`config.mk`:
```
export PLATFORM = sky130hd
export DESIGN_NAME = pbps_selector
export DESIGN_NICKNAME = d
export VERILOG_FILES = /design/src/verilog/pbps_selector.v
export VERILOG_INCLUDE_DIRS = /design/src /design/src/verilog
export SDC_FILE = /design/constraint.sdc
export NUM_CORES = 1
export LEC_CHECK = 0
export BUFFER_PORTS_ARGS = -buffer_cell sky130_fd_sc_hd__buf_2
export CAP_MARGIN = 25
export CELL_PAD_IN_SITES_DETAIL_PLACEMENT = 1
export CELL_PAD_IN_SITES_GLOBAL_PLACEMENT = 2
export CORE_ASPECT_RATIO = 0.9
export CORE_UTILIZATION = 34
export CTS_BUF_LIST = sky130_fd_sc_hd__clkbuf_8
export CTS_CLUSTER_DIAMETER = 100
export CTS_CLUSTER_SIZE = 20
export DETAILED_ROUTE_END_ITERATION = 8
export GPL_TIMING_DRIVEN = 0
export PLACE_DENSITY_LB_ADDON = 0.08
export SLEW_MARGIN = 0
export SYNTH_ARGS = -nofsm -noshare
export SYNTH_HDL_FRONTEND = slang
export SYNTH_SLANG_ARGS = --single-unit
export TNS_END_PERCENT = 50
```
`constraint.sdc`:
```
create_clock -name SYS_CLK_I -period 2.9 [get_ports SYS_CLK_I]
set_input_delay 0.145 -clock SYS_CLK_I [delete_from_list [all_inputs] [get_ports SYS_CLK_I]]
set_output_delay 0.145 -clock SYS_CLK_I [all_outputs]
set_load 0.1 [all_outputs]
```
`src/verilog/pbps_defs.vh`:
```
// Purpose: constants for the parameter bank priority selector
// Assumes: word-addressed register port, 10 MHz system clock
// Notes: definitions only
`ifndef PBPS_DEFS_VH
`define PBPS_DEFS_VH

// Register addresses
`define PBPS_ADDR_CTRL 4'h0
`define PBPS_ADDR_OVR_SEL 4'h1
`define PBPS_ADDR_REM_SEL 4'h2
`define PBPS_ADDR_STATUS 4'h3
`define PBPS_ADDR_ON_MASK 4'h4
`define PBPS_ADDR_OFF_MASK 4'h5
`define PBPS_ADDR_EVT_ON 4'h6
`define PBPS_ADDR_EVT_OFF 4'h7
`define PBPS_ADDR_EVT_TIME 4'h8
`define PBPS_ADDR_TIME_NOW 4'h9

// Control register fields
`define PBPS_CTRL_USED_LSB 0
`define PBPS_CTRL_USED_MSB 2
`define PBPS_CTRL_OVR_BIT 3

// Status register fields
`define PBPS_STAT_ACT_LSB 0
`define PBPS_STAT_EN_LSB 8
`define PBPS_STAT_LVL_LSB 16
`define PBPS_STAT_FAIL_LSB 24

// Bank counts and widths
`define PBPS_BANKS 8
`define PBPS_EVW 28

// Reset values and selection limit
`define PBPS_USED_RST 3'h0
`define PBPS_ACT_RST 3'h0
`define PBPS_EN_RST 8'h01
`define PBPS_SEL_NONE 4'h0
`define PBPS_SEL_MAX 4'h8
`define PBPS_ONEHOT_RST 8'h01
`define PBPS_MASK_RST 28'hFFFFFFF

`endif

```
`src/verilog/pbps_selector.v`:
```
// Purpose: selects one active parameter bank out of eight by fixed priority
// Assumes: request pins are asynchronous; register port on SYS_CLK_I
// Notes: levels request on their edges, so a pulse-chosen bank is not stolen back
// Function
// [RULE1] Up to eight banks, exactly one active at any time.
// [RULE2] After reset only bank 1 enabled and active; logic idle meanwhile.
// [RULE3] With several banks enabled, requests and conditions drive activation.
// [RULE4] Override enable set: automatic requests ignored, only override bank applied.
// [RULE5] A request may be a single pulse or a sustained level.
// [RULE6] Priority fixed by index: bank 1 highest, bank 8 lowest.
// [RULE7] Simultaneous levels: highest-priority requested bank becomes active.
// [RULE8] A pulse-activated bank stays active until another bank is requested.
// [RULE9] Forced change needs target enabled and override enable set.
// [RULE10] Levels present when override clears take back bank selection.
// [RULE11] Override selection None or 1..8, default None, acts as pulse.
// [RULE12] Override cleared with no requests: last forced bank stays active.
// [RULE13] Override enable defaults off, holds until cleared, gates remote changes.
// [RULE14] Setting picks number of enabled banks; new banks load defaults.
// [RULE15] Remote selection None or 1..8; rejected if higher level held.
// [RULE16] Level on bank 1 blocks requests for every other bank.
// [RULE17] Level on bank k blocks all lower-priority bank requests.
// [RULE18] Level on bank 8 blocks nothing.
// [RULE19] Active bank readable as status, default bank 1.
// [RULE20] Time-stamped event on status changes, ON and OFF masked separately.
// [RULE21] Flag failures: not enabled, blocked by override, higher priority prevails.
// [RULE22] No accepted request: active index held; 3-bit code, 0 means bank 1.
// [RULE23] Same-cycle pulses resolved by priority; ignored under blocking levels.
`timescale 1ns/1ns
`include "pbps_defs.vh"
`default_nettype none

module pbps_selector
(
  // Clock and reset
  input wire SYS_CLK_I,
  input wire RST_I,
  // Bank request pins
  input wire [7:0] REQ_I,
  // Register port
  input wire [3:0] ADDR_I,
  input wire [31:0] WDATA_I,
  input wire WR_I,
  input wire RD_I,
  output reg [31:0] RDATA_O,
  // Bank consumers
  output reg [2:0] ACTIVE_BANK_O,
  output reg [7:0] ACTIVE_ONEHOT_O,
  output reg [7:0] BANK_ENABLE_O,
  output reg [7:0] BANK_INIT_O,
  // Status and events
  output reg [2:0] REQ_FAIL_O,
  output reg EVENT_O
);

  // Lowest set bit wins: bank 1 sits at bit 0
  function [7:0] pbps_first;
    input [7:0] v;
    integer i;
    reg hit;
    begin
      pbps_first = 8'h00;
      hit = 1'b0;
      for (i = 0; i < `PBPS_BANKS; i = i + 1)
      begin
        if (v[i] && !hit)
        begin
          pbps_first[i] = 1'b1;
          hit = 1'b1;
        end
      end
    end
  endfunction

  function [2:0] pbps_index;
    input [7:0] oh;
    integer i;
    begin
      pbps_index = 3'h0;
      for (i = 0; i < `PBPS_BANKS; i = i + 1)
      begin
        if (oh[i])
        begin
          pbps_index = i[2:0];
        end
      end
    end
  endfunction

  reg [7:0] sync1_reg;
  reg [7:0] sync2_reg;
  reg [7:0] lvl_prev_reg;
  reg [2:0] used_reg;
  reg ovr_en_reg;
  reg ovr_prev_reg;
  reg [3:0] ovr_sel_reg;
  reg [3:0] rem_sel_reg;
  reg [27:0] on_mask_reg;
  reg [27:0] off_mask_reg;
  reg [27:0] evt_on_reg;
  reg [27:0] evt_off_reg;
  reg [31:0] evt_time_reg;
  reg [31:0] time_reg;
  reg [27:0] stat_prev_reg;

  wire [7:0] lvl;
  wire [7:0] rise;
  wire wr_ctrl;
  wire wr_ovr;
  wire wr_rem;
  wire wr_on;
  wire wr_off;
  wire ev_any;
  wire ovr_fall;
  wire [7:0] req;
  reg [7:0] blocked;
  reg [7:0] en_next;
  wire [7:0] cand;
  wire [7:0] win;
  wire ovr_wr;
  wire rem_wr;
  wire [2:0] ovr_idx;
  wire [2:0] rem_idx;
  wire ovr_ok;
  wire rem_ok;
  reg [2:0] act_next;
  reg [2:0] fail_next;
  wire [27:0] stat_now;
  wire [27:0] ev_on;
  wire [27:0] ev_off;
  integer k;

  // Request pins: second flop is the first one logic may look at
  always @(posedge SYS_CLK_I)
  begin
    if (RST_I)
    begin
      sync1_reg <= 8'h00;
      sync2_reg <= 8'h00;
      lvl_prev_reg <= 8'h00;
    end
    else
    begin
      sync1_reg <= REQ_I;
      sync2_reg <= sync1_reg;
      lvl_prev_reg <= sync2_reg;
    end
  end

  assign lvl = sync2_reg;
  assign rise = lvl & ~lvl_prev_reg; // see [RULE5]
  assign ovr_fall = ovr_prev_reg & ~ovr_en_reg;

  // A falling pin never re-requests, so a pulse-chosen bank keeps control after
  // its pulse ends; held levels only re-request when the override drops
  assign req = rise | (lvl & {8{ovr_fall}}); // see [RULE10] see [RULE8]

  // A held level blocks every lower bank; bank 8 has none below it
  always @*
  begin
    blocked = 8'h00;
    for (k = 1; k < `PBPS_BANKS; k = k + 1)
    begin
      blocked[k] = blocked[k - 1] | lvl[k - 1]; // see [RULE16] see [RULE17] see [RULE18]
    end
  end

  // Used count n enables banks 1 to n+1
  always @*
  begin
    en_next = 8'h00;
    for (k = 0; k < `PBPS_BANKS; k = k + 1)
    begin
      en_next[k] = (k[2:0] <= used_reg); // see [RULE14]
    end
  end

  assign cand = req & BANK_ENABLE_O & ~blocked & {8{~ovr_en_reg}}; // see [RULE4] see [RULE23]
  assign win = pbps_first(cand); // see [RULE6] see [RULE7]

  // Write strobes decoded once per register
  assign wr_ctrl = WR_I && (ADDR_I == `PBPS_ADDR_CTRL);
  assign wr_ovr = WR_I && (ADDR_I == `PBPS_ADDR_OVR_SEL);
  assign wr_rem = WR_I && (ADDR_I == `PBPS_ADDR_REM_SEL);
  assign wr_on = WR_I && (ADDR_I == `PBPS_ADDR_ON_MASK);
  assign wr_off = WR_I && (ADDR_I == `PBPS_ADDR_OFF_MASK);

  // Codes 1 to 8 name a bank; None and codes above 8 are stored but act on nothing
  assign ovr_wr = wr_ovr && (WDATA_I[3:0] != `PBPS_SEL_NONE)
    && (WDATA_I[3:0] <= `PBPS_SEL_MAX);
  assign rem_wr = wr_rem && (WDATA_I[3:0] != `PBPS_SEL_NONE)
    && (WDATA_I[3:0] <= `PBPS_SEL_MAX);
  assign ovr_idx = WDATA_I[2:0] - 3'h1;
  assign rem_idx = WDATA_I[2:0] - 3'h1;
  assign ovr_ok = ovr_en_reg && BANK_ENABLE_O[ovr_idx]; // see [RULE9]
  assign rem_ok = ovr_en_reg && BANK_ENABLE_O[rem_idx]
    && !blocked[rem_idx]; // see [RULE13] see [RULE15]

  // Next active bank and failure flags
  always @*
  begin
    act_next = ACTIVE_BANK_O; // see [RULE22] see [RULE8] see [RULE12]
    fail_next = 3'h0;
    if (!BANK_ENABLE_O[ACTIVE_BANK_O])
    begin
      act_next = `PBPS_ACT_RST;
    end
    else if (ovr_wr && ovr_ok)
    begin
      act_next = ovr_idx; // see [RULE11]
    end
    else if (rem_wr && rem_ok)
    begin
      act_next = rem_idx;
    end
    else if (|win)
    begin
      act_next = pbps_index(win); // see [RULE3]
    end
    // Bit 0: bank not enabled, bit 1: override state, bit 2: priority lost
    fail_next[0] = (|(req & ~BANK_ENABLE_O)) || (ovr_wr && !BANK_ENABLE_O[ovr_idx])
      || (rem_wr && !BANK_ENABLE_O[rem_idx]); // see [RULE21]
    fail_next[1] = (ovr_en_reg && (|req)) || (ovr_wr && !ovr_en_reg)
      || (rem_wr && !ovr_en_reg);
    fail_next[2] = (|(req & BANK_ENABLE_O & blocked)) || (|(cand & ~win))
      || (rem_wr && ovr_en_reg && blocked[rem_idx]);
  end

  // Status vector watched for events
  assign stat_now = {BANK_ENABLE_O, lvl, ovr_en_reg, REQ_FAIL_O, ACTIVE_ONEHOT_O};
  assign ev_on = stat_now & ~stat_prev_reg & on_mask_reg; // see [RULE20]
  assign ev_off = ~stat_now & stat_prev_reg & off_mask_reg;
  assign ev_any = (|ev_on) | (|ev_off);

  // Configuration registers written over the register port
  always @(posedge SYS_CLK_I)
  begin
    if (RST_I)
    begin
      used_reg <= `PBPS_USED_RST; // see [RULE2]
      ovr_en_reg <= 1'b0;
      ovr_prev_reg <= 1'b0;
      ovr_sel_reg <= `PBPS_SEL_NONE;
      rem_sel_reg <= `PBPS_SEL_NONE;
      on_mask_reg <= `PBPS_MASK_RST;
      off_mask_reg <= `PBPS_MASK_RST;
    end
    else
    begin
      ovr_prev_reg <= ovr_en_reg;
      if (wr_ctrl)
      begin
        used_reg <= WDATA_I[`PBPS_CTRL_USED_MSB:`PBPS_CTRL_USED_LSB];
        ovr_en_reg <= WDATA_I[`PBPS_CTRL_OVR_BIT]; // see [RULE13]
      end
      if (wr_ovr)
      begin
        ovr_sel_reg <= WDATA_I[3:0];
      end
      if (wr_rem)
      begin
        rem_sel_reg <= WDATA_I[3:0];
      end
      if (wr_on)
      begin
        on_mask_reg <= WDATA_I[27:0];
      end
      if (wr_off)
      begin
        off_mask_reg <= WDATA_I[27:0];
      end
    end
  end

  // Index and one-hot move together; the active bank returns to bank 1 one cycle after its enable drops
  always @(posedge SYS_CLK_I)
  begin
    if (RST_I)
    begin
      ACTIVE_BANK_O <= `PBPS_ACT_RST;
      ACTIVE_ONEHOT_O <= `PBPS_ONEHOT_RST;
      BANK_ENABLE_O <= `PBPS_EN_RST;
      BANK_INIT_O <= 8'h00;
      REQ_FAIL_O <= 3'h0;
    end
    else
    begin
      // Consumers load default parameters into freshly enabled banks
      BANK_ENABLE_O <= en_next;
      BANK_INIT_O <= en_next & ~BANK_ENABLE_O; // see [RULE14]
      ACTIVE_BANK_O <= act_next; // see [RULE1]
      ACTIVE_ONEHOT_O <= 8'h01 << act_next;
      REQ_FAIL_O <= fail_next;
    end
  end

  // Event latches keep only the newest change; there is no queue behind them
  always @(posedge SYS_CLK_I)
  begin
    if (RST_I)
    begin
      evt_on_reg <= 28'h0000000;
      evt_off_reg <= 28'h0000000;
      evt_time_reg <= 32'h00000000;
      time_reg <= 32'h00000000;
      stat_prev_reg <= 28'h0000000;
      EVENT_O <= 1'b0;
    end
    else
    begin
      time_reg <= time_reg + 32'h00000001;
      stat_prev_reg <= stat_now;
      EVENT_O <= ev_any;
      if (ev_any)
      begin
        evt_on_reg <= ev_on;
        evt_off_reg <= ev_off;
        evt_time_reg <= time_reg;
      end
    end
  end

  // Read data stands in the cycle after the strobe
  always @(posedge SYS_CLK_I)
  begin
    if (RST_I)
    begin
      RDATA_O <= 32'h00000000;
    end
    else if (RD_I)
    begin
      case (ADDR_I)
        `PBPS_ADDR_CTRL:
        begin
          RDATA_O <= {28'h0000000, ovr_en_reg, used_reg};
        end
        `PBPS_ADDR_OVR_SEL:
        begin
          RDATA_O <= {28'h0000000, ovr_sel_reg};
        end
        `PBPS_ADDR_REM_SEL:
        begin
          RDATA_O <= {28'h0000000, rem_sel_reg};
        end
        `PBPS_ADDR_STATUS:
        begin
          RDATA_O <= {5'h00, REQ_FAIL_O, lvl, BANK_ENABLE_O,
            5'h00, ACTIVE_BANK_O}; // see [RULE19]
        end
        `PBPS_ADDR_ON_MASK:
        begin
          RDATA_O <= {4'h0, on_mask_reg};
        end
        `PBPS_ADDR_OFF_MASK:
        begin
          RDATA_O <= {4'h0, off_mask_reg};
        end
        `PBPS_ADDR_EVT_ON:
        begin
          RDATA_O <= {4'h0, evt_on_reg};
        end
        `PBPS_ADDR_EVT_OFF:
        begin
          RDATA_O <= {4'h0, evt_off_reg};
        end
        `PBPS_ADDR_EVT_TIME:
        begin
          RDATA_O <= evt_time_reg;
        end
        `PBPS_ADDR_TIME_NOW:
        begin
          RDATA_O <= time_reg;
        end
        default:
        begin
          RDATA_O <= 32'h00000000;
        end
      endcase
    end
    else
    begin
      RDATA_O <= 32'h00000000;
    end
  end

endmodule // pbps_selector
`default_nettype wire

```
==> results.md <==
- Total design power: 6.956 mW
- Worst EP required: 3.41 ns
- Starting Density: 0.3484
- Post-route clock period utilization: 0.9927
- Total clock sinks: 295
- Fraction of registers with async set/reset: 0
- Antenna violations before repair: 0
- Net Count, Synth: 1416
- Worst hold path class: in -> reg
- Area of the die: 35950 sq um
- # placed instances: 1931
- Synthesized area divided by synthesized cell count: 8.768 sq um
- Total DRC errors in the routed layout: 0
- CORE AREA: 34350 sq um
- Crit-path max cell delay: 0.56 ns
- First-pass GRT wire length: 75410 um
- Hold violation total from the final report: 0
- Clock buffer count from CTS: 18
- Number of buffers added on ports: 104
- WP buf/inv: 0
- Static leakage: 5.207 nW
- Number of global-route vias before repair: 11040
- Number of warnings reported in the yosys synthesis log: 0
- Summed area of non-filler cells in the final layout: 13890 sq um
- Number of instances in the synthesized netlist: 1365
- Data arrival time of the critical path: 3.38 ns
- Largest family of logic cells by synthesized area: simple AND/OR/NAND/NOR gates
- Time the worst path needs with I/O delays and setup: 2.879 ns
- Category of the worst setup path launch point: flop
- Cell area after placement: 13080 sq um
- Post-synthesis simple-gate area fraction: 0.2492
- I/O pins: 111
- Unrepaired setup endpoints after global routing: true
- Max Transition Viols Final: 0
- Skew final: 0.03191 ns
- Final setup vio count: 0
- Layout-stage area growth over the synthesis result: 16.04%
- Compound-Gate Fraction of Synth Area: 0.1489
- Run status: finished, final reports clean
- Worst Setup End Kind: flop
- Peak supply drop: 316.3 uV
- Final standard cell count with taps included and fillers excluded: 1992
- Critical path's slowest cell: sky130_fd_sc_hd__or4_4
- Pre-antenna DRT Iters: 8
- Transition time at the pin with the least slew margin: 1.080 ns
- Number of routed nets with antenna violations: 0
- Worst relative slew slack: 0.2798
- Chip Width: 199.8 um
- Max clock buf depth: 3
- Post-synthesis share of cell area spent on full adders, half adders and majority gates: 0.003136
- Worst-path maximum fanout: 6
- Clock latency on the worst-skew pair: 0.59 ns
- Initial detailed-routing violation count: 894
- Pin count of the biggest net entering global routing: 22
- Mean routed wirelength per cell: 25.87 um
- Peak clock frequency supported by timing: 0.3474 GHz
- HPWL after detailed placement: 38390 um
- Number of levels the H-tree was split into: 1
- Final Net Count: 1576
- Fraction of layout instances using a drive strength above 1: 0.1263
- Final global-route overflow total: 0
- Count of flip-flops with a built-in enable after synthesis: 0
- Number of storage elements in the synthesis netlist: 295
- Root Buffer: sky130_fd_sc_hd__clkbuf_8
- CP cell instances: or4_4 > a211o_1 > or3_4 > a311o_4 > a311oi_4 > nand3b_1 > nor3b_2
- Number of maximum-capacitance constraint violations: 0
- Global router's overall resource usage: 0.2890
- Commonest non-fill, non-tap cells in the layout: 282 x sky130_fd_sc_hd__dfxtp_1, 236 x sky130_fd_sc_hd__nand2_1, 108 x sky130_fd_sc_hd__buf_2
- Kind of critical path: reg -> reg
- Via-to-Cell Ratio: 5.616
- Post-Synth XOR/XNOR Area: 0.01683
- Weighted congestion reported at the end of routability-driven placement: 0.9064
- Reg clk slew, reported paths: 0.14 ns
- Via Count: 11190
- Mux contribution to synthesized area: 0.05290
- Post-synthesis instance area: 11970 sq um
- Vertical die dimension: 180.0 um
- Crit path max-delay family: simple AND/OR/NAND/NOR gates
- Sequential-to-total area share from yosys stat: 0.4935
- Clock tree from TritonCTS: built
- Total Routed Length: 51530 um
- Synth unique cells: 62
- Leading cell type in the layout, fill and taps excluded: sky130_fd_sc_hd__dfxtp_1
- Std cell rows: 64
- Flip-flop cell with the highest count after synthesis: sky130_fd_sc_hd__dfxtp_1
- P per Cell Area: 500.9 nW/um^2
[area by class of cell]
| class | instances | area, sq um |
|---|---|---|
| Antenna cell | 2 | 5.005 |
| Buffer | 85 | 342.8 |
| Clock buffer | 19 | 261.5 |
| Clock inverter | 4 | 41.29 |
| Fill cell | 4092 | 20470 |
| Inverter | 12 | 45.04 |
| Multi-Input combinational cell | 962 | 5698 |
| Sequential cell | 295 | 5937 |
| Tap cell | 462 | 578.1 |
| Timing Repair Buffer | 151 | 978.4 |
[cell usage after synthesis (7+ instances only)]
master                     instances  area [sq um]
sky130_fd_sc_hd__a222oi_1         10         100.1
sky130_fd_sc_hd__a22o_1            9         78.83
sky130_fd_sc_hd__clkbuf_1         84         315.3
sky130_fd_sc_hd__xnor2_1           9         78.83
sky130_fd_sc_hd__xor2_1           14         122.6
sky130_fd_sc_hd__dfxtp_1         295          5906
sky130_fd_sc_hd__nor2b_1          60         375.4
sky130_fd_sc_hd__nor3_1           13         65.06
sky130_fd_sc_hd__and2_1            7         43.79
sky130_fd_sc_hd__mux2i_1          38         380.4
sky130_fd_sc_hd__and3_1           10         62.56
sky130_fd_sc_hd__inv_1            11         41.29
sky130_fd_sc_hd__nand2_1         236         885.9
sky130_fd_sc_hd__a31oi_1          31         193.9
sky130_fd_sc_hd__nor2_1           97         364.1
sky130_fd_sc_hd__a22oi_1          67         503.0
sky130_fd_sc_hd__a21oi_1          88         440.4
sky130_fd_sc_hd__nand4_1          20         125.1
sky130_fd_sc_hd__o21ai_0          23         115.1
sky130_fd_sc_hd__nand3b_1         58         435.4
sky130_fd_sc_hd__or3_1             9         56.30
sky130_fd_sc_hd__buf_2             7         35.03
sky130_fd_sc_hd__nand3_1          76         380.4
sky130_fd_sc_hd__mux2_2           12         135.1
[power breakdown]
part           switching [mW]  total, mW  internal [mW]
Combinational           0.491      0.704          0.213
Clock                    1.38       2.07          0.692
Sequential             0.0698       4.18           4.11
Total                    1.94       6.96           5.02
[kinds of logic after synthesis]
kind of cell,count (synthesis)
and+or+nand+nor,610
buffers and inverters,108
AOI/OAI and AO/OA,269
xor gates and xnor gates,23
DFF,295
muxes,56
adders and majority gates,3
other,1
[timing repair]
item / 4_1_cts / 5_1_grt
resized for setup: 28 / 10
endpoints found under the setup margin: 96 / 46
hold buffers: 38 / 0
hold endpoints to repair: 76 / 0
pin swaps: 5 / 8
buffers inserted: 6 / 2
[path summary, 6_finish.rpt]
path | cells past startpoint | slack, ns | start | to
setup reg to reg | 7 | 0.02 | lvl[0]$_SDFF_PP0_ | ACTIVE_ONEHOT_O[7]$_SDFF_PP0_
setup / recovery | 7 | 0.02 | lvl[0]$_SDFF_PP0_ | ACTIVE_ONEHOT_O[7]$_SDFF_PP0_
hold / removal | 3 | 0.03 | WDATA_I[1] | off_mask_reg[1]$_SDFFE_PP1P_
hold reg to reg | 1 | 0.45 | sync1_reg[3]$_SDFF_PP0_ | lvl[3]$_SDFF_PP0_
[worst register-to-register path, cell delays in order (launching register included)]
cell,delay (ns)
sky130_fd_sc_hd__dfxtp_4,0.37
sky130_fd_sc_hd__or4_4,0.56
sky130_fd_sc_hd__a211o_1,0.31
sky130_fd_sc_hd__or3_4,0.38
sky130_fd_sc_hd__a311o_4,0.45
sky130_fd_sc_hd__a311oi_4,0.39
sky130_fd_sc_hd__nand3b_1,0.20
sky130_fd_sc_hd__nor3b_2,0.18
[through the flow]
| stage | setup TNS [ns] | worst slack, ns | hold WS, ns | util |
|---|---|---|---|---|
| after CTS | -0.02385 | -0.02385 | 0.009939 | 0.4032 |
| after global placement | -55.69 | -0.9072 | 0.3540 | 0.3808 |
| after detailed placement | -59.71 | -0.9790 | 0.3614 | 0.3808 |
| final | 0 | 0.02118 | 0.02657 | 0.4042 |
| after floorplan | 0 | 0.05619 | 0.2392 | - |
| after global routing | -0.1966 | -0.09232 | 0.01315 | 0.4041 |
[layer usage]
layer | part of all wire | track usage | up-vias | wire (um)
met5 | 0 | 0 | - | 0
met4 | 0.029 | 0.08366 | 0 | 1513
met3 | 0.060 | 0.04615 | 75 | 3104
li1 | - | - | 5111 | -
met2 | 0.44 | 0.4375 | 374 | 22440
met1 | 0.47 | 0.4193 | 5628 | 24470
Power figures use the tool's default switching activity.
